### src/hw/tae_map.svh
// Purpose: Register offsets, field positions, reset values and channel numbers
// Assumes: Register offsets are word indexes; the byte address is four times the index
// Notes:   Definitions only
`ifndef TAE_MAP_SVH
`define TAE_MAP_SVH

`define TAE_IDX_EV_ALERT    8'h04
`define TAE_IDX_EV_CRIT     8'h05
`define TAE_IDX_EV_BATT     8'h06
`define TAE_IDX_EV_SUPPLY   8'h08
`define TAE_IDX_M_ALERT     8'h11
`define TAE_IDX_M_CRIT      8'h12
`define TAE_IDX_M_BATT      8'h13
`define TAE_IDX_M_SUPPLY    8'h15
`define TAE_IDX_THR_BASE    8'h20
`define TAE_IDX_THR_LAST    8'h30
`define TAE_IDX_MON_EN      8'h90
`define TAE_IDX_CRIT_EN     8'h91
`define TAE_IDX_A0_ST       8'h92
`define TAE_IDX_A1_ST       8'h93
`define TAE_IDX_SUP_ST      8'h94
`define TAE_IDX_SUP_RES     8'h95
`define TAE_IDX_CRIT_ST     8'hbd

`define TAE_RST_EV          8'h00
`define TAE_RST_M_ALERT     8'hff
`define TAE_RST_M_CRIT      8'h0f
`define TAE_RST_M_BATT      8'h3f
`define TAE_RST_M_SUPPLY    8'h03
`define TAE_RST_EN          6'h00
`define TAE_RST_THR         10'h000

// Threshold slots: 0-5 alert0, 6-11 alert1, 12-14 platform critical, 15 die, 16 battery
`define TAE_THR_A1_OFS      5'h06
`define TAE_THR_CR_PLAT     5'h0c
`define TAE_THR_CR_DIE      5'h0f
`define TAE_THR_CRITICAL_TEMP_THRESHOLD       5'h10

// Sensor order: platform 0,1,2, battery 0,1, die
`define TAE_SNS_DIE         3'h5
`define TAE_CH_DIE          4'h2
`define TAE_CH_BAT0         4'h3
`define TAE_CH_BAT1         4'h4
`define TAE_CH_PLAT0        4'h5
`define TAE_CH_PLAT1        4'h6
`define TAE_CH_PLAT2        4'h7
`define TAE_CH_SUPPLY       4'h8

`endif

### src/hw/tae_pkg.sv
// Purpose: Types shared by the thermal alert event logic
// Assumes: Fixed six sensors, 10-bit samples
// Notes:   Constants live in tae_map.svh
package tae_pkg;

    // ADC result stream, same clock as the block
    typedef struct packed {
        logic       valid;
        logic [3:0] channel;
        logic [9:0] data;
    } tae_adc_t;

    // Asynchronous comparator and platform-state pins
    typedef struct packed {
        logic host_fully_active_state;
        logic die_hot;
        logic over_voltage;
        logic under_voltage;
    } tae_pins_t;

    typedef struct packed {
        logic a0;
        logic a1;
        logic cr;
    } tae_sts_t;

    typedef struct packed {
        tae_pins_t s1;
        tae_pins_t s2;
    } tae_sync_state_t;

    typedef struct packed {
        logic [5:0]       mon_en;
        logic [5:0]       crit_en;
        logic [5:0]       a0_st;
        logic [5:0]       a1_st;
        logic [5:0]       cr_st;
        logic [7:0]       ev_alert;
        logic [7:0]       ev_crit;
        logic [7:0]       ev_batt;
        logic [7:0]       ev_supply;
        logic [7:0]       m_alert;
        logic [7:0]       m_crit;
        logic [7:0]       m_batt;
        logic [7:0]       m_supply;
        logic [16:0][9:0] thr;
        logic [5:0][9:0]  smp;
        logic [5:0]       smp_vld;
        logic [9:0]       supply_smp;
        logic [1:0]       sup_st;
        logic             waitreq;
        logic [31:0]      rdata;
        logic             irq;
        logic             warn;
        logic             shdn;
    } tae_state_t;

endpackage : tae_pkg

### src/hw/tae_sync.sv
// Purpose: Two-stage synchroniser for the asynchronous monitor pins
// Assumes: Pins are quasi-static levels
// Notes:   First stage is read only by the second stage
`timescale 1ns/10ps
`default_nettype none
module tae_sync (
    input  wire logic              clk,
    input  wire logic              rst,
    input  wire tae_pkg::tae_pins_t pins_in,
    output var  tae_pkg::tae_pins_t pins_out
);
    tae_pkg::tae_sync_state_t st_ff;
    tae_pkg::tae_sync_state_t nxt_st;

    always_comb begin
        nxt_st    = st_ff;
        nxt_st.s1 = pins_in;
        nxt_st.s2 = st_ff.s1;
    end

    always_ff @(posedge clk or posedge rst) begin
        if (rst) begin
            st_ff <= '0;
        end else begin
            st_ff <= nxt_st;
        end
    end

    assign pins_out = st_ff.s2;
endmodule : tae_sync
`default_nettype wire

### src/hw/tae_cmp.sv
// Purpose: Threshold comparison for one temperature sensor
// Assumes: Lower ADC code means hotter
// Notes:   Combinational; the caller registers the result
`timescale 1ns/10ps
`default_nettype none
module tae_cmp (
    input  wire logic             smp_vld,
    input  wire logic [9:0]       smp,
    input  wire logic             mon_en,
    input  wire logic             crit_en,
    input  wire logic [9:0]       thr_a0,
    input  wire logic [9:0]       thr_a1,
    input  wire logic [9:0]       thr_cr,
    input  wire logic             hot_cmp,
    output var  tae_pkg::tae_sts_t sts
);
    always_comb begin
        sts.a0 = mon_en & smp_vld & (smp <= thr_a0);
        sts.a1 = mon_en & smp_vld & (smp <= thr_a1);
        sts.cr = crit_en & ((smp_vld & (smp <= thr_cr)) | hot_cmp);
    end
endmodule : tae_cmp
`default_nettype wire

### src/hw/tae_top.sv
// Purpose: Thermal alert and supply event logic with Avalon-MM register access
// Assumes: ADC results arrive on the block clock; comparator pins are asynchronous
// Notes:   Event bits are write-one-to-clear; a new event in the clearing cycle wins
//
// Functional notes
// Supply rail sample from ADC input 8 is kept only in host active state
// Die temperature from live comparator and ADC input 2
// Battery sensors sampled from ADC inputs 3 and 4
// Platform sensors sampled from ADC inputs 5, 6 and 7
// Under- and over-voltage comparator flags are monitored conditions
// Crossings drive warning and shutdown outputs and raise interrupts
// Monitor enable register, six sensor bits, reset zero, one enables
// Critical enable register, same bit order and encoding
// Read-only first alert status, one bit per sensor
// Read-only second alert status, one bit per sensor
// Read-only critical status, one bit per sensor
// Alert event register: first alerts low nibble, second alerts high nibble
// Critical event register: platform 0, 1, 2 and die in bits 0-3
// Battery events: pairs for first alert, second alert and critical
// Battery critical fires on crossing the shared critical threshold
// Alert event mask mirrors layout, reset all ones, one masks
// Critical event mask bits 0-3, reset 0x0f, one masks
// Battery event mask six bits, reset 0x3f, one masks
// Lower ADC result counts as higher temperature
// Interrupt asserted while any unmasked event bit is set
// Host clears events by writing; events stay set until cleared
//
// Implementation choice: the Avalon-MM interface to the registers.
`timescale 1ns/10ps
`default_nettype none
`include "tae_map.svh"
module tae_top (
    input  wire logic               clk,
    input  wire logic               rst,
    input  wire logic [9:0]         avs_address,
    input  wire logic               avs_read,
    input  wire logic               avs_write,
    input  wire logic [31:0]        avs_writedata,
    input  wire logic [3:0]         avs_byteenable,
    output logic [31:0]             avs_readdata,
    output logic                    avs_waitrequest,
    input  wire tae_pkg::tae_adc_t  adc_in,
    input  wire tae_pkg::tae_pins_t mon_pins,
    output logic                    irq,
    output logic                    thermal_warning,
    output logic                    shutdown_request
);
    tae_pkg::tae_state_t  st_ff;
    tae_pkg::tae_state_t  nxt_st;
    tae_pkg::tae_pins_t   pins_s;
    tae_pkg::tae_sts_t    sts [6];
    logic [5:0]           a0_new;
    logic [5:0]           a1_new;
    logic [5:0]           cr_new;
    logic [5:0]           a0_rise;
    logic [5:0]           a1_rise;
    logic [5:0]           cr_rise;
    logic [1:0]           sup_rise;
    logic [7:0]           idx;
    logic                 acc;
    logic                 wr_acc;
    logic [7:0]           wb;
    logic [4:0]           thr_idx;
    logic                 thr_hit;
    logic [31:0]          rd_val;

    // Sensor slot for an ADC channel; 3'h7 means no temperature sensor
    function automatic logic [2:0] chan_to_sensor(input logic [3:0] ch);
        logic [2:0] s;
        s = 3'h7;
        unique case (ch)
            `TAE_CH_PLAT0: s = 3'h0;
            `TAE_CH_PLAT1: s = 3'h1;
            `TAE_CH_PLAT2: s = 3'h2;
            `TAE_CH_BAT0:  s = 3'h3;
            `TAE_CH_BAT1:  s = 3'h4;
            `TAE_CH_DIE:   s = `TAE_SNS_DIE;
            default:       s = 3'h7;
        endcase
        return s;
    endfunction : chan_to_sensor

    // Critical threshold slot; both batteries share one programmed value
    function automatic logic [4:0] crit_slot(input int s);
        logic [4:0] r;
        if (s < 3) begin
            r = `TAE_THR_CR_PLAT + 5'(s);
        end else if (s == 5) begin
            r = `TAE_THR_CR_DIE;
        end else begin
            r = `TAE_THR_CRITICAL_TEMP_THRESHOLD;
        end
        return r;
    endfunction : crit_slot

    tae_sync u_sync (
        .clk      (clk),
        .rst      (rst),
        .pins_in  (mon_pins),
        .pins_out (pins_s)
    );

    // One comparator per sensor; only the die sensor has a live hardware comparator
    for (genvar i = 0; i < 6; i++) begin : g_sns
        tae_cmp u_cmp (
            .smp_vld (st_ff.smp_vld[i]),
            .smp     (st_ff.smp[i]),
            .mon_en  (st_ff.mon_en[i]),
            .crit_en (st_ff.crit_en[i]),
            .thr_a0  (st_ff.thr[i]),
            .thr_a1  (st_ff.thr[i + 6]),
            .thr_cr  (st_ff.thr[crit_slot(i)]),
            .hot_cmp ((i == 5) ? pins_s.die_hot : 1'b0),
            .sts     (sts[i])
        );
        assign a0_new[i] = sts[i].a0;
        assign a1_new[i] = sts[i].a1;
        assign cr_new[i] = sts[i].cr;
    end

    assign a0_rise  = a0_new & ~st_ff.a0_st;
    assign a1_rise  = a1_new & ~st_ff.a1_st;
    assign cr_rise  = cr_new & ~st_ff.cr_st;
    assign sup_rise = {pins_s.over_voltage, pins_s.under_voltage} & ~st_ff.sup_st;

    // Bus decode: a request is accepted on the edge where waitrequest is low
    assign idx     = avs_address[9:2];
    assign acc     = (avs_read | avs_write) & ~st_ff.waitreq;
    assign wr_acc  = acc & avs_write;
    assign wb      = avs_byteenable[0] ? avs_writedata[7:0] : 8'h00;
    assign thr_hit = (idx >= `TAE_IDX_THR_BASE) && (idx <= `TAE_IDX_THR_LAST);
    assign thr_idx = 5'(idx - `TAE_IDX_THR_BASE);

    // Read mux; unmapped words and reserved bits read zero
    always_comb begin
        rd_val = 32'h0000_0000;
        if (thr_hit) begin
            rd_val[9:0] = st_ff.thr[thr_idx];
        end else begin
            case (idx)
                `TAE_IDX_EV_ALERT:  rd_val[7:0] = st_ff.ev_alert;
                `TAE_IDX_EV_CRIT:   rd_val[7:0] = st_ff.ev_crit;
                `TAE_IDX_EV_BATT:   rd_val[7:0] = st_ff.ev_batt;
                `TAE_IDX_EV_SUPPLY: rd_val[7:0] = st_ff.ev_supply;
                `TAE_IDX_M_ALERT:   rd_val[7:0] = st_ff.m_alert;
                `TAE_IDX_M_CRIT:    rd_val[7:0] = st_ff.m_crit;
                `TAE_IDX_M_BATT:    rd_val[7:0] = st_ff.m_batt;
                `TAE_IDX_M_SUPPLY:  rd_val[7:0] = st_ff.m_supply;
                `TAE_IDX_MON_EN:    rd_val[5:0] = st_ff.mon_en;
                `TAE_IDX_CRIT_EN:   rd_val[5:0] = st_ff.crit_en;
                `TAE_IDX_A0_ST:     rd_val[5:0] = st_ff.a0_st;
                `TAE_IDX_A1_ST:     rd_val[5:0] = st_ff.a1_st;
                `TAE_IDX_CRIT_ST:   rd_val[5:0] = st_ff.cr_st;
                `TAE_IDX_SUP_ST:    rd_val[2:0] = {pins_s.host_fully_active_state,
                                                   st_ff.sup_st};
                `TAE_IDX_SUP_RES:   rd_val[9:0] = st_ff.supply_smp;
                default:            rd_val = 32'h0000_0000;
            endcase
        end
    end

    always_comb begin
        logic [2:0] sns;
        logic [7:0] clr_alert;
        logic [7:0] clr_crit;
        logic [7:0] clr_batt;
        logic [7:0] clr_sup;
        logic [7:0] set_alert;
        logic [7:0] set_crit;
        logic [7:0] set_batt;
        logic [7:0] set_sup;
        sns       = chan_to_sensor(adc_in.channel);
        clr_alert = 8'h00;
        clr_crit  = 8'h00;
        clr_batt  = 8'h00;
        clr_sup   = 8'h00;
        set_alert = 8'h00;
        set_crit  = 8'h00;
        set_batt  = 8'h00;
        set_sup   = 8'h00;
        nxt_st    = st_ff;

        // Capture ADC samples per sensor
        if (adc_in.valid && (sns != 3'h7)) begin
            nxt_st.smp[sns]     = adc_in.data;
            nxt_st.smp_vld[sns] = 1'b1;
        end
        // Supply rail is only measured while the host is fully active
        if (adc_in.valid && (adc_in.channel == `TAE_CH_SUPPLY)
                && pins_s.host_fully_active_state) begin
            nxt_st.supply_smp = adc_in.data;
        end

        nxt_st.a0_st  = a0_new;
        nxt_st.a1_st  = a1_new;
        nxt_st.cr_st  = cr_new;
        nxt_st.sup_st = {pins_s.over_voltage, pins_s.under_voltage};

        // Event mapping from status rises
        set_alert = {a1_rise[5], a1_rise[2:0], a0_rise[5], a0_rise[2:0]};
        set_crit  = {4'h0, cr_rise[5], cr_rise[2:0]};
        set_batt  = {2'b00, cr_rise[4:3], a1_rise[4:3], a0_rise[4:3]};
        set_sup   = {6'h00, sup_rise};

        // Register writes
        if (wr_acc) begin
            if (thr_hit) begin
                if (avs_byteenable[0]) begin
                    nxt_st.thr[thr_idx][7:0] = avs_writedata[7:0];
                end
                if (avs_byteenable[1]) begin
                    nxt_st.thr[thr_idx][9:8] = avs_writedata[9:8];
                end
            end else if (avs_byteenable[0]) begin
                case (idx)
                    `TAE_IDX_EV_ALERT:  clr_alert = wb;
                    `TAE_IDX_EV_CRIT:   clr_crit  = wb & 8'h0f;
                    `TAE_IDX_EV_BATT:   clr_batt  = wb & 8'h3f;
                    `TAE_IDX_EV_SUPPLY: clr_sup   = wb & 8'h03;
                    `TAE_IDX_M_ALERT:   nxt_st.m_alert  = wb;
                    `TAE_IDX_M_CRIT:    nxt_st.m_crit   = wb & 8'h0f;
                    `TAE_IDX_M_BATT:    nxt_st.m_batt   = wb & 8'h3f;
                    `TAE_IDX_M_SUPPLY:  nxt_st.m_supply = wb & 8'h03;
                    `TAE_IDX_MON_EN:    nxt_st.mon_en   = wb[5:0];
                    `TAE_IDX_CRIT_EN:   nxt_st.crit_en  = wb[5:0];
                    default:            nxt_st.m_alert  = st_ff.m_alert;
                endcase
            end
        end

        // Sticky events: a set in the clearing cycle wins
        nxt_st.ev_alert  = (st_ff.ev_alert  & ~clr_alert) | set_alert;
        nxt_st.ev_crit   = (st_ff.ev_crit   & ~clr_crit)  | set_crit;
        nxt_st.ev_batt   = (st_ff.ev_batt   & ~clr_batt)  | set_batt;
        nxt_st.ev_supply = (st_ff.ev_supply & ~clr_sup)   | set_sup;

        // Interrupt is formed from the next event and mask state so it registers on the same edge as the events
        nxt_st.irq  = |(nxt_st.ev_alert  & ~nxt_st.m_alert)
                    | |(nxt_st.ev_crit   & ~nxt_st.m_crit)
                    | |(nxt_st.ev_batt   & ~nxt_st.m_batt)
                    | |(nxt_st.ev_supply & ~nxt_st.m_supply);
        nxt_st.warn = |a0_new | |a1_new | pins_s.under_voltage;
        nxt_st.shdn = |cr_new | pins_s.over_voltage;

        // Fixed one-cycle wait keeps the slave simple at the cost of bus throughput
        if ((avs_read || avs_write) && st_ff.waitreq) begin
            nxt_st.waitreq = 1'b0;
            // Read data holds across writes until the next accepted read
            if (avs_read) begin
                nxt_st.rdata = rd_val;
            end
        end else begin
            nxt_st.waitreq = 1'b1;
        end
    end

    always_ff @(posedge clk or posedge rst) begin
        if (rst) begin
            st_ff            <= '0;
            st_ff.mon_en     <= `TAE_RST_EN;
            st_ff.crit_en    <= `TAE_RST_EN;
            st_ff.ev_alert   <= `TAE_RST_EV;
            st_ff.ev_crit    <= `TAE_RST_EV;
            st_ff.ev_batt    <= `TAE_RST_EV;
            st_ff.ev_supply  <= `TAE_RST_EV;
            st_ff.m_alert    <= `TAE_RST_M_ALERT;
            st_ff.m_crit     <= `TAE_RST_M_CRIT;
            st_ff.m_batt     <= `TAE_RST_M_BATT;
            st_ff.m_supply   <= `TAE_RST_M_SUPPLY;
            st_ff.thr        <= {17{`TAE_RST_THR}};
            st_ff.waitreq    <= 1'b1;
        end else begin
            st_ff <= nxt_st;
        end
    end

    assign avs_readdata     = st_ff.rdata;
    assign avs_waitrequest  = st_ff.waitreq;
    assign irq              = st_ff.irq;
    assign thermal_warning  = st_ff.warn;
    assign shutdown_request = st_ff.shdn;
endmodule : tae_top
`default_nettype wire

### config.mk
export PLATFORM = sky130hd
export DESIGN_NAME = tae_top
export DESIGN_NICKNAME = d
export VERILOG_FILES = /design/src/hw/tae_pkg.sv /design/src/hw/tae_sync.sv /design/src/hw/tae_cmp.sv /design/src/hw/tae_top.sv
export VERILOG_INCLUDE_DIRS = /design/src /design/src/hw
export SDC_FILE = /design/constraint.sdc
export NUM_CORES = 1
export LEC_CHECK = 0
export ABC_AREA = 0
export BUFFER_PORTS_ARGS = -buffer_cell sky130_fd_sc_hd__buf_4
export CORE_UTILIZATION = 45
export CTS_BUF_LIST = sky130_fd_sc_hd__clkbuf_4 sky130_fd_sc_hd__clkbuf_8
export DETAILED_ROUTE_END_ITERATION = 10
export PLACE_DENSITY = 0.7
export RECOVER_POWER = 50
export SETUP_SLACK_MARGIN = 0.15
export SYNTH_ARGS = -nofsm -noshare
export SYNTH_HDL_FRONTEND = slang
export SYNTH_SLANG_ARGS = --single-unit
### constraint.sdc
create_clock -name clk -period 15.7 [get_ports clk]
set_input_delay 1.57 -clock clk [delete_from_list [all_inputs] [get_ports clk]]
set_output_delay 1.57 -clock clk [all_outputs]
set_load 0.03 [all_outputs]
; Word level (Yosys, flattened, before mapping)
; Index checks and enable logic that the tools add are counted.
[word_totals]
in_bits = 69
ff_bits = 364
out_inout_bits = 36
elab_cells = 238
[op_classes]
n_eq_ne = 23
n_mux = 48
n_addsub = 1
reduce_logical = 19
magnitude_cmp = 24
n_bitwise = 71
[op_table]
columns = operator, n
row1 = $mux 170, 5
row2 = $bwmux 170, 2
row3 = $mux 202, 1
row4 = $le 10x10->1, 18
row5 = $demux 10 s5, 2
row6 = $mux 8, 9
row7 = $and 8x8->8, 8
row8 = $mux 32, 2
row9 = $not 8->8, 8
row10 = $bwmux 60, 1
row11 = $eq 8x8->1 const B, 7
row12 = $bmux 10 s5, 1
row13 = $pmux 3 s15, 1
row14 = $pmux 3 s14, 1
row15 = $mux 10, 4
row16 = $and 1x1->1, 32
row17 = $eq 8x5->1 const B, 4
row18 = $reduce_or 8->1, 4
row19 = $demux 10 s3, 1
row20 = $eq 8x3->1 const B, 3
row21 = $mux 6, 4
row22 = $and 6x6->6, 3
row23 = $not 6->6, 3
row24 = $pmux 2 s9, 1
row25 = 31 further kinds, 61

; Longest topological paths before layout
; Gate-level depths: netlist of run 1.
[depth]
ltp_word = 19
depth_mapped = 11
mapped_depth_nobuf = 9

; Hierarchy
; A second synthesis of run 1 with hierarchy kept.
[hier_totals]
cells_unflattened = 1750
hier_area_um2 = 20085.5
[by_module_without_submodules]
columns = module, instances, area_per_inst_um2, cells_per_inst
row1 = tae_top, 1, 15159.5, 1105
row2 = tae_cmp, 6, 787.0, 106
row3 = tae_sync, 1, 203.9, 9

; Least setup slack after synthesis of run 1
; No wires, ideal clock.
[synth_path]
path_type = input port to flip-flop
from = input avs_address[2]
to = register st_ff (netlist bit avs_readdata[6])
t_required_ps = 15568
setup_time_ps = 132
stages = 8
setup_slack_ps = 12075
arrival_ps = 3493
n_path_buf = 2
path_cell_list = buf_2 > buf_4 > mux4_2 > mux4_2 > a22oi_1 > nor2_1 > a2111oi_0 > nor2_1
[synth_between]
elab_chain_cells = 4
elab_cells_between_ends = 17
cone_classes = add/sub: 1 / order compare: 2 / eq/ne: 9 / mux: 4 / reduce/logical: 1
[synth_rtl]
columns = element, line_no
row1 = from (decl), tae_top.sv:35  ; input wire logic [9:0] avs_address,
row2 = $sub 5x1->5 (no source line), n/a
row3 = $bmux 10 s5, tae_top.sv:138  ; rd_val[9:0] = st_ff.thr[thr_idx];
row4 = $mux 10 (not written as such), tae_top.sv:138
row5 = $mux 10 *, tae_top.sv:137  ; if (thr_hit) begin
row6 = to (signal assigned), tae_top.sv:273  ; st_ff <= nxt_st;
row7 = to (decl), tae_top.sv:48  ; tae_pkg::tae_state_t st_ff;
; Every way passes the cells marked *; elsewhere a longest branch is shown, timed or not. The select of a mux whose other input is x is not followed.
; A chain may end at the register's enable or synchronous reset.

==> summary.txt, run 1 <==
Outcome
  – Run status: complete, but fails checks
  – Failing checks: max-capacitance violations, max-slew violations

Synth
  – Leading area contributor after synthesis: dfrtp_1
  – Register area share after synthesis: 42.8%
  – Ys Warns: 0
  – Most common cell in the netlist: dfrtp_1
  – Post-synth EDFFs: 0
  – Dominant cells by area after synthesis: dfrtp_1 (40%), ha_1 (11%), mux2_2 (7.5%)
  – Synth Register Bits: 340
  – Synth unique cells: 79
  – Cells after synthesis: 1,926
  – Synth top area share: 40.0%
  – Top post-synthesis cells by count: dfrtp_1 (319), inv_1 (216), nand2_1 (205), ha_1 (180), o21ai_0 (163)
  – Mean Syn Cell Area: 10.4 um2
  – Post-Syn Area: 19,900 um2
  – Ys async rst share: 100%
  – Top_reg_cell synth: dfrtp_1

Worst setup path
  – Critical-path cell list: clkbuf_4 -> clkinvlp_2 -> clkbuf_1 -> buf_4
  – Critical Path End: st_ff[37]$_DFF_PP0_
  – CP max stage delay: 3.25 ns
  – Crit-path leading delay family: buffers and inverters
  – Critical Path Start Type: input pin
  – Setup crit end kind: async pin
  – Worst Path Max Fanout: 106
  – Flop2flop setup slack: 11.77 ns
  – Worst setup path startpoint: rst
  – Worst EP arrival: 8.88 ns
  – Worst r2r src: st_ff[61]$_DFFE_PP0P_
  – RR Endpoint: shutdown_request$_DFF_PP0_
  – Crit path depth: 4
  – Setup CP Type: in -> async
  – Worst path slowest cell: clkbuf_1
  – Critical path required time: 16.33 ns
  – Buf/Inv on CP: 4
  – R2R cell count: 7

Clock network
  – CTS clk-pin slew, worst paths: 0.06 ns
  – Sinks on Clock Net: 340
  – Post-CTS Setup Bufs: 0
  – CTS resizes: 0
  – Skew-Pair Late Insertion Delay: 0.69 ns
  – Clock tree buffer depth: 3
  – Total CTS buffers: 61
  – H-tree levels: 2
  – CTS tree: done
  – CTS root buf: clkbuf_8
  – Cts hold-fix bufs: 0

Finish
  – Layout cell share with drive strength beyond 1: 19.8%
  – Layout Nets: 2,223
  – Area Overhead vs Synth: 10.2%

Die
  – Starting Density: 46.0%
  – Die Y: 213 um
  – Rows: 76
  – Die X: 213 um
  – Io pins: 105
  – Core area: 43,400 um2
  – Die ar.: 45,200 um2

Placed design
  – Post-DP HPWL: 52.4 mm
  – GP Congestion: 0.997
  – Port-buffer cells: 56

Power
  – Design Power: 2.29 mW
  – Leak pwr: 10.1 nW
  – P per Cell Area: 104 nW/um2
  – Max VDD drop: 0.0000629 V

Global routing
  – Largest net degree at the start of global routing: 107
  – Tot GR Track Use: 31.4%
  – First-pass GRT wire length: 102 mm
  – Vias in the first global route: 15,800
  – Grt ovf: 0
  – Initial antenna violation count: 5

Timing
  – Final setup viols: 0
  – Worst slew margin relative to its limit: -214%
  – Actual slew at the worst max-slew pin: 4.71 ns
  – Setup TNS: 0 ns
  – Fin. Hold Viols: 0
  – Fin crit share: 52.5%
  – Max-slew violations: 297
  – Clock period minus worst slack: 8.24 ns
  – RSZ-0062 raised after global routing: false
  – F_max: 121 MHz
  – Final setup skew: 0.0358 ns

Drt
  – Antenna viol nets, final: 0
  – Detailed Route WL: 69.2 mm
  – Detailed-route via count: 15,900
  – DR iter-0 viols: 1,612
  – 1st-pass router iterations: 7
  – Wire length per cell: 26.5 um
  – Drt drc: 0
  – Drt via density: 6.08

Hold path
  – Tightest Hold Check Type: reg -> reg

Flow run
  – Maximum capacitance violations: 5
-- metal layers --
metal / GRT usage, % / routed length [um]
met5: 0 / 30
met4: 18.1 / 3860
met3: 9.13 / 7060
met2: 46.3 / 30000
met1: 41.2 / 28200
-- flip-flops by register name, summed over array words and instances, names as in the netlist --
signal and count:
st_ff 318, avs_readdata 10, u_sync.nxt_st 4, u_sync.pins_out 4, avs_waitrequest 1, irq 1, shutdown_request 1, thermal_warning 1
-- cell families (layout without fill, tap and decap cells) --
group | Yosys count | after routing | synth area share, %
simple gates | 485 | 485 | 12.5
buf+inv | 324 | 403 | 6.99
fa+ha+maj | 180 | 180 | 11.3
mux | 200 | 200 | 13.9
compound gates | 396 | 396 | 12.5
other cells | 1 | 25 | 0.0188
flops | 340 | 340 | 42.8
-- worst reg2reg max path, delay by kind of cell, from the launching register on --
family | cells | cell delay [ns]
AOI/OAI and AO/OA | 2 | 1.17
adders and majority gates | 1 | 0.33
DFF | 1 | 0.42
and+or+nand+nor | 4 | 1.87
-- report_power, final --
group          internal, mW  total [mW]  switching [mW]
sequential            0.936        1.01          0.0790
clock                 0.512       0.903           0.391
combinational         0.149       0.376           0.227
-- cell type report --
class                      count  area (um2)
multi-input combinational   1283       10100
antenna                        3        7.51
inverter                     218         820
sequential                   340        8530
tap                          585         732
fill                        3949       21400
timing repair buffer          70         447
clock inverter                 9        50.0
clock buffer                 106        1290
-- placed cells by master, fill, tap and decap left out, drive strengths merged, types with 29 or more instances in the layout --
master  synthesis  layout
a22oi          29      29
ha            180     180
mux2          134     134
mux4           48      48
clkbuf         39     133
buf            67      43
nand4          45      45
nand2         210     210
inv           216     215
a21oi          67      67
nor2           69      69
o21ai         168     168
dfrtp         319     319
-- through the flow --
stage / area [um2] / utilization (%) / worst slack [ns] / hold slack [ns] / std cells
after floorplan: 20000 / - / 4.74 / 0.331 / 1947
after global placement: 20700 / 47.8 / 10.48 / 0.338 / 2496
after detailed placement: 20700 / 47.8 / 10.47 / 0.340 / 2496
after CTS: 22100 / 50.9 / 11.20 / 0.352 / 2611
after global routing: 22000 / 50.7 / 6.00 / 0.358 / 2612
final: 22000 / 50.7 / 7.46 / 0.345 / 2614
-- worst min-delay path by stage --
stage                          startpoint                      endpoint  slack [ns]  depth (start not counted)
2_1_floorplan  u_sync.nxt_st[0]$_DFF_PP0_  u_sync.pins_out[0]$_DFF_PP0_        0.33                          0
3_3_place_gp   u_sync.nxt_st[2]$_DFF_PP0_  u_sync.pins_out[2]$_DFF_PP0_        0.34                          0
3_5_place_dp   u_sync.nxt_st[0]$_DFF_PP0_  u_sync.pins_out[0]$_DFF_PP0_        0.34                          0
4_1_cts        u_sync.nxt_st[2]$_DFF_PP0_  u_sync.pins_out[2]$_DFF_PP0_        0.35                          0
5_1_grt        u_sync.nxt_st[2]$_DFF_PP0_  u_sync.pins_out[2]$_DFF_PP0_        0.36                          0
6_report       u_sync.nxt_st[2]$_DFF_PP0_  u_sync.pins_out[2]$_DFF_PP0_        0.35                          0
No activity file was read; power rests on OpenSTA's default activity.
==> inputs of run 2 (changes only) <==
--- a/config.mk
+++ b/config.mk
@@ -11,7 +11,7 @@
 export CORE_UTILIZATION = 45
 export CTS_BUF_LIST = sky130_fd_sc_hd__clkbuf_4 sky130_fd_sc_hd__clkbuf_8
 export DETAILED_ROUTE_END_ITERATION = 10
-export PLACE_DENSITY = 0.7
+export PLACE_DENSITY = 0.72
 export RECOVER_POWER = 50
 export SETUP_SLACK_MARGIN = 0.15
 export SYNTH_ARGS = -nofsm -noshare
==> constraint.sdc (replaced) <==
create_clock -name clk -period 6.6 [get_ports clk]
set_input_delay 0.66 -clock clk [delete_from_list [all_inputs] [get_ports clk]]
set_output_delay 0.66 -clock clk [all_outputs]
set_load 0.03 [all_outputs]
==> summary.txt, run 2 (synthesis results as in run 1) <==
Finish
  – Fillcell total: 3,937 (-0.30%)
  – Commonest cells after routing, fill and taps aside: dfrtp_1 (319), inv_1 (215), nand2_1 (205), ha_1 (180), o21ai_0 (163)
  – Commonest non-fill, non-tap cell in the layout: dfrtp_1
  – Area occupied by multi-input gates: 10,100 um2 (about the same)
  – ANT cells: 0 (-3)
  – Register area: 8530 um2 (unchanged)
  – Final Util: 51.1% (+0.44 points)
  – Post-route cell area: 22,200 um2 (+0.87%)
  – Layout Nets: 2,218 (-0.22%)
  – Top reg by flops: st_ff
  – Max reg flops: 318 (unchanged)
  – Layout cell share with drive strength beyond 1: 20.4% (+0.56 points)
  – Area Overhead vs Synth: 11.1%

Drt
  – Drt via density: 6.15 (+1.1%)
  – Detailed-route via count: 16,000 (+0.67%)
  – Detailed Route WL: 69.0 mm (-0.27%)
  – Antenna viol nets, final: 0 (unchanged)
  – Drt drc: 0 (unchanged)
  – 1st-pass router iterations: 6 (-1)
  – DR iter-0 viols: 1,976 (+23%)
  – Wire length per cell: 26.5 um (+0.11%)

Power
  – Leak pwr: 10.2 nW (+1.1%)
  – P per Cell Area: 257 nW/um2 (+150%)
  – Design Power: 5.70 mW (+150%)
  – Max VDD drop: 0.000143 V (+130%)

Timing
  – Actual slew at the worst max-slew pin: 1.90 ns (-2.80 ns)
  – Final setup viols: 0 (unchanged)
  – RSZ-0062 raised after global routing: false
  – Fin. Hold Viols: 0 (unchanged)
  – Final setup skew: 0.0364 ns (+0.000673 ns)
  – Fin crit share: 56.6%
  – Clock period minus worst slack: 3.74 ns
  – F_max: 267 MHz
  – Setup TNS: 0 ns (unchanged)
  – Max-slew violations: 38 (-87%)
  – Worst slew margin relative to its limit: -27.6% (+190 points)

Outcome
  – Failing checks: max-capacitance violations, max-slew violations
  – Run status: complete, but fails checks

Die
  – Starting Density: 46.0% (unchanged)
  – Die ar.: 45,200 um2 (unchanged)
  – Core area: 43,400 um2 (unchanged)
  – Io pins: 105 (unchanged)
  – Die Y: 213 um (unchanged)
  – Die X: 213 um (unchanged)
  – Rows: 76 (unchanged)

Global routing
  – Grt ovf: 0 (unchanged)
  – Largest net degree at the start of global routing: 173 (+62%)
  – Tot GR Track Use: 31.5% (+0.040 points)
  – Initial antenna violation count: 4 (-1)
  – First-pass GRT wire length: 103 mm (+0.72%)
  – Vias in the first global route: 15,900 (+0.16%)

Worst setup path
  – Worst EP arrival: 4.29 ns (-4.59 ns)
  – Worst Path Max Fanout: 4 (-96%)
  – R2R cell count: 6 (-1)
  – Worst r2r src: st_ff[79]$_DFFE_PP0P_
  – Worst setup path startpoint: st_ff[79]$_DFFE_PP0P_
  – Critical Path Start Type: flip-flop
  – Critical path required time: 7.15 ns (-9.18 ns)
  – Setup CP Type: reg -> reg
  – Setup crit end kind: flip-flop

Clock network
  – CTS clk-pin slew, worst paths: 0.06 ns (about the same)
  – Cts hold-fix bufs: 0 (unchanged)
  – Skew-Pair Late Insertion Delay: 0.69 ns (about the same)
  – Total CTS buffers: 59 (-3.3%)
  – H-tree levels: 2 (unchanged)
  – CTS tree: done
  – CTS root buf: clkbuf_8
  – Sinks on Clock Net: 340 (unchanged)
  – Clock tree buffer depth: 3 (unchanged)
  – Post-CTS Setup Bufs: 0 (unchanged)
  – CTS resizes: 0 (unchanged)

Flow run
  – Maximum capacitance violations: 1 (-4)

Hold path
  – Tightest Hold Check Type: in -> reg
  – Hold path depth: 1 (+1)
  – Worst Hold Launch: mon_pins[2]

Placed design
  – Dpl cell area: 20,700 um2 (about the same)
  – Port-buffer cells: 56 (unchanged)
  – GP Congestion: 1.01 (+1.3%)
  – Post-DP HPWL: 52.6 mm (+0.44%)
run 2: cell types whose count changed in the layout (fill, tap and decap cells not counted), moves of 2 or more:
| cell | before | now |
|---|---|---|
| buf_4 | 43 | 55 |
| clkinv_2 | 7 | 10 |
| diode_2 | 3 | 0 |
| clkbuf_8 | 79 | 76 |
| buf_12 | 0 | 2 |
| bufinv_16 | 0 | 8 |
| clkbuf_4 | 33 | 21 |
| clkbuf_1 | 21 | 4 |
run 2: metrics by stage:
stage	setup slack (ns)	cells	hold slack (ns)
after CTS	2.96	2604	0.0577
after global placement	2.42	2493	0.334
final	2.86	2604	0.105
after detailed placement	2.39	2493	0.336
after global routing	2.85	2604	0.0919
after floorplan	1.41	1947	0.331
run 2: cell type report:
cell class              instances  area share [%]
flip-flops and latches        340            38.5
multi-input cells            1283            45.6
well taps                     585            3.30
clock buffers                  91            5.23
inverters                     218            3.70
clock inverters                20            1.38
repair buffers                 67            2.31
run 2: layer usage:
layer / vias to the layer above / routed length (um) / GRT usage (%)
met4: 4 / 3090 / 13.2
met5: - / 26 / 0
met1: 7981 / 28300 / 43.6
met3: 167 / 7340 / 7.03
met2: 895 / 30200 / 47.5
li1: 6961 / - / -
run 2: final timing paths:
path                                                 to  slack [ns]
setup / recovery             shutdown_request$_DFF_PP0_        2.86
hold / removal               u_sync.nxt_st[2]$_DFF_PP0_        0.10
setup reg to reg             shutdown_request$_DFF_PP0_        2.86
hold reg to reg            u_sync.pins_out[3]$_DFF_PP0_        0.35
max in group asynchronous        st_ff[372]$_DFFE_PP0P_        4.41
min in group asynchronous        st_ff[148]$_DFFE_PP0P_        0.49
run 2: worst max-delay path: stages, from the launching register on:
cell and delay (ns):
dfrtp_1 0.47, ha_1 0.36, nand4_1 0.21, o31a_1 0.33, a31oi_1 1.04, nand4_1 0.62
or4_1 0.58
run 2: power breakdown:
| part | switching [mW] | internal [mW] |
|---|---|---|
| sequential | 0.183 | 2.22 |
| combinational | 0.536 | 0.364 |
| clock | 0.958 | 1.43 |
| total | 1.68 | 4.02 |
==> inputs of run 3 (changes only) <==
==> constraint.sdc (replaced) <==
create_clock -name clk -period 3.4 [get_ports clk]
set_input_delay 0.34 -clock clk [delete_from_list [all_inputs] [get_ports clk]]
set_output_delay 0.34 -clock clk [all_outputs]
set_load 0.03 [all_outputs]
==> summary.txt, run 3 (synthesis results as in run 1) <==
Timing
  – Fin crit share: 91.0% (+34 points)
  – Final setup viols: 0 (unchanged)
  – Hold Worst Slack: 0.0451 ns (-0.0594 ns)
  – RSZ-0062 raised after global routing: false
  – Clock period minus worst slack: 3.10 ns (-0.643 ns)
  – Max-slew violations: 246 (+550%)
  – F_max: 323 MHz (+21%)
  – Final setup skew: 0.0172 ns (-0.0192 ns)
  – PnR worst setup slack: 0.304 ns (-2.56 ns)
  – Actual slew at the worst max-slew pin: 2.29 ns (+0.387 ns)
  – Worst slew margin relative to its limit: -52.7% (-25 points)
  – Fin. Hold Viols: 0 (unchanged)

Clock network
  – CTS resizes: 0 (unchanged)
  – Sinks on Clock Net: 340 (unchanged)
  – Total CTS buffers: 61 (+3.4%)
  – CTS root buf: clkbuf_8
  – H-tree levels: 2 (unchanged)
  – CTS tree: done
  – CTS clk-pin slew, worst paths: 0.06 ns (about the same)
  – Skew-Pair Late Insertion Delay: 0.69 ns (about the same)
  – Clock tree buffer depth: 3 (unchanged)

Hold path
  – WHS Endpoint: st_ff[183]$_DFFE_PP0P_
  – Tightest Hold Check Type: in -> reg
  – Worst Hold Launch: avs_writedata[9]
  – Hold path depth: 3 (+2)

Drt
  – Drt drc: 0 (unchanged)
  – Wire length per cell: 26.6 um (+0.34%)
  – DR iter-0 viols: 1,899 (-3.9%)
  – Detailed-route via count: 16,400 (+2.7%)
  – 1st-pass router iterations: 5 (-1)
  – Drt via density: 6.11 (-0.54%)
  – Antenna viol nets, final: 0 (unchanged)
  – Detailed Route WL: 71.5 mm (+3.7%)

Die
  – Die X: 213 um (unchanged)
  – Rows: 76 (unchanged)
  – Io pins: 105 (unchanged)
  – Starting Density: 46.0% (unchanged)
  – Die Y: 213 um (unchanged)
  – Core area: 43,400 um2 (unchanged)
  – Die ar.: 45,200 um2 (unchanged)

Worst setup path
  – Setup CP Type: reg -> reg
  – Critical-path cell list: ha_1 -> nand4_1 -> a211oi_1 -> a2111oi_0 -> buf_4 -> nor2_1 -> nand4_1 -> or4_1
  – Critical path required time: 3.93 ns (-3.22 ns)
  – CP max stage delay: 0.58 ns (-0.46 ns)
  – Flop2flop setup slack: 0.30 ns (-2.56 ns)
  – Worst Path Max Fanout: 4 (unchanged)
  – Worst EP arrival: 3.62 ns (-0.67 ns)
  – Worst r2r src: st_ff[107]$_DFFE_PP0P_
  – R2R cell count: 8 (+2)
  – Worst path slowest cell: or4_1
  – Setup crit end kind: flip-flop
  – RR Endpoint: thermal_warning$_DFF_PP0_
  – CP most frequent cell: nand4_1
  – Critical Path Start Type: flip-flop

Global routing
  – Initial antenna violation count: 4 (unchanged)
  – Vias in the first global route: 16,400 (+3.5%)
  – Tot GR Track Use: 32.8% (+1.4 points)
  – Grt ovf: 0 (unchanged)
  – First-pass GRT wire length: 107 mm (+4.2%)
  – Largest net degree at the start of global routing: 156 (-9.8%)

Placed design
  – Dpl cell area: 21,300 um2 (+2.7%)
  – Post-DP HPWL: 55.3 mm (+5.1%)
  – GP Congestion: 1.04 (+2.9%)
  – Pre-CTS WS: 0.342 ns (-2.05 ns)
  – Port-buffer cells: 56 (unchanged)

Power
  – Comb power frac: 16.7% (+0.9 points)
  – Sw Share: 30.4% (+0.94 points)
  – P per Cell Area: 472 nW/um2 (+84%)
  – Design Power: 10.7 mW (+88%)
  – Sw power: 3.25 mW (+94%)
  – Leak pwr: 10.6 nW (+3.4%)
  – Clock power share: 39.9% (-2.1 points)
  – Max VDD drop: 0.000273 V (+91%)
  – P_int: 7.46 mW (+85%)
  – Reg power frac: 43.4% (+1.1 points)

Flow run
  – Maximum capacitance violations: 2 (+1)

Outcome
  – Failing checks: max-capacitance violations, max-slew violations
  – Run status: complete, but fails checks

Finish
  – Max reg flops: 318 (unchanged)
  – Area Overhead vs Synth: 13.8%
  – Commonest cells after routing, fill and taps aside: dfrtp_1 (319), inv_1 (215), nand2_1 (205), ha_1 (180), o21ai_0 (163)
  – Top reg by flops: st_ff
  – Commonest non-fill, non-tap cell in the layout: dfrtp_1
  – Post-route cell area: 22,700 um2 (+2.4%)
  – Layout Nets: 2,301 (+3.7%)
  – Layout cell share with drive strength beyond 1: 23.3% (+2.9 points)
-- run 3: worst max-delay path: cells and delay by family (launching register included) --
kind | cells | cell delay (ns)
adders and majority gates | 1 | 0.36
DFF | 1 | 0.47
and+or+nand+nor | 4 | 1.42
AOI/OAI and AO/OA | 2 | 0.49
buffers and inverters | 1 | 0.18
-- run 3: per-layer routing --
layer	vias up	wire, um	track usage, %
li1	7112	-	-
met1	8252	29300	44.5
met2	900	31500	49.5
met3	184	7530	8.61
met4	0	3210	13.8
met5	-	0	0
-- run 3: power groups by stage --
stage / logic, mW / registers [mW] / clock network, mW
2_1_floorplan: 1.25 / 4.57 / 0
3_3_place_gp: 1.65 / 4.69 / 0
3_5_place_dp: 1.75 / 4.70 / 0
4_1_cts: 1.77 / 4.64 / 4.32
5_1_grt: 1.99 / 4.68 / 4.50
6_report: 1.79 / 4.65 / 4.28
-- run 3: area by class of cell --
cell class                 instances  area (um2)
multi-input combinational       1283       10100
clock inverter                    21         168
tap                              585         732
fill                            3912       20700
clock buffer                      94        1190
antenna                            1        2.50
sequential                       340        8530
inverter                         218         820
timing repair buffer             148        1140
-- run 3: worst max path at each step --
stage | from | endpoint | slack (ns) | cells past startpoint
2_1_floorplan | rst | avs_readdata[0]$_DFFE_PP0P_ | -1.47 | 1
4_1_cts | st_ff[61]$_DFFE_PP0P_ | shutdown_request$_DFF_PP0_ | 0.39 | 7
3_3_place_gp | avs_address[4] | irq$_DFF_PP0_ | 0.36 | 9
5_1_grt | st_ff[243]$_DFFE_PP0P_ | irq$_DFF_PP0_ | 0.20 | 10
6_report | st_ff[107]$_DFFE_PP0P_ | thermal_warning$_DFF_PP0_ | 0.30 | 8
3_5_place_dp | avs_address[4] | irq$_DFF_PP0_ | 0.34 | 9
-- run 3: per-stage QoR --
stage	std cells	util (%)	TNS [ns]
floorplan	1947	-	-473.77
global placement	2565	49.1	0
detailed placement	2565	49.1	0
CTS	2689	52.4	0
global route	2689	52.3	0
finish	2690	52.3	0
-- run 3: repair_timing --
action,CTS,global route
setup buffers,0,0
endpoints found under the hold margin,160,0
hold buffers,9,0
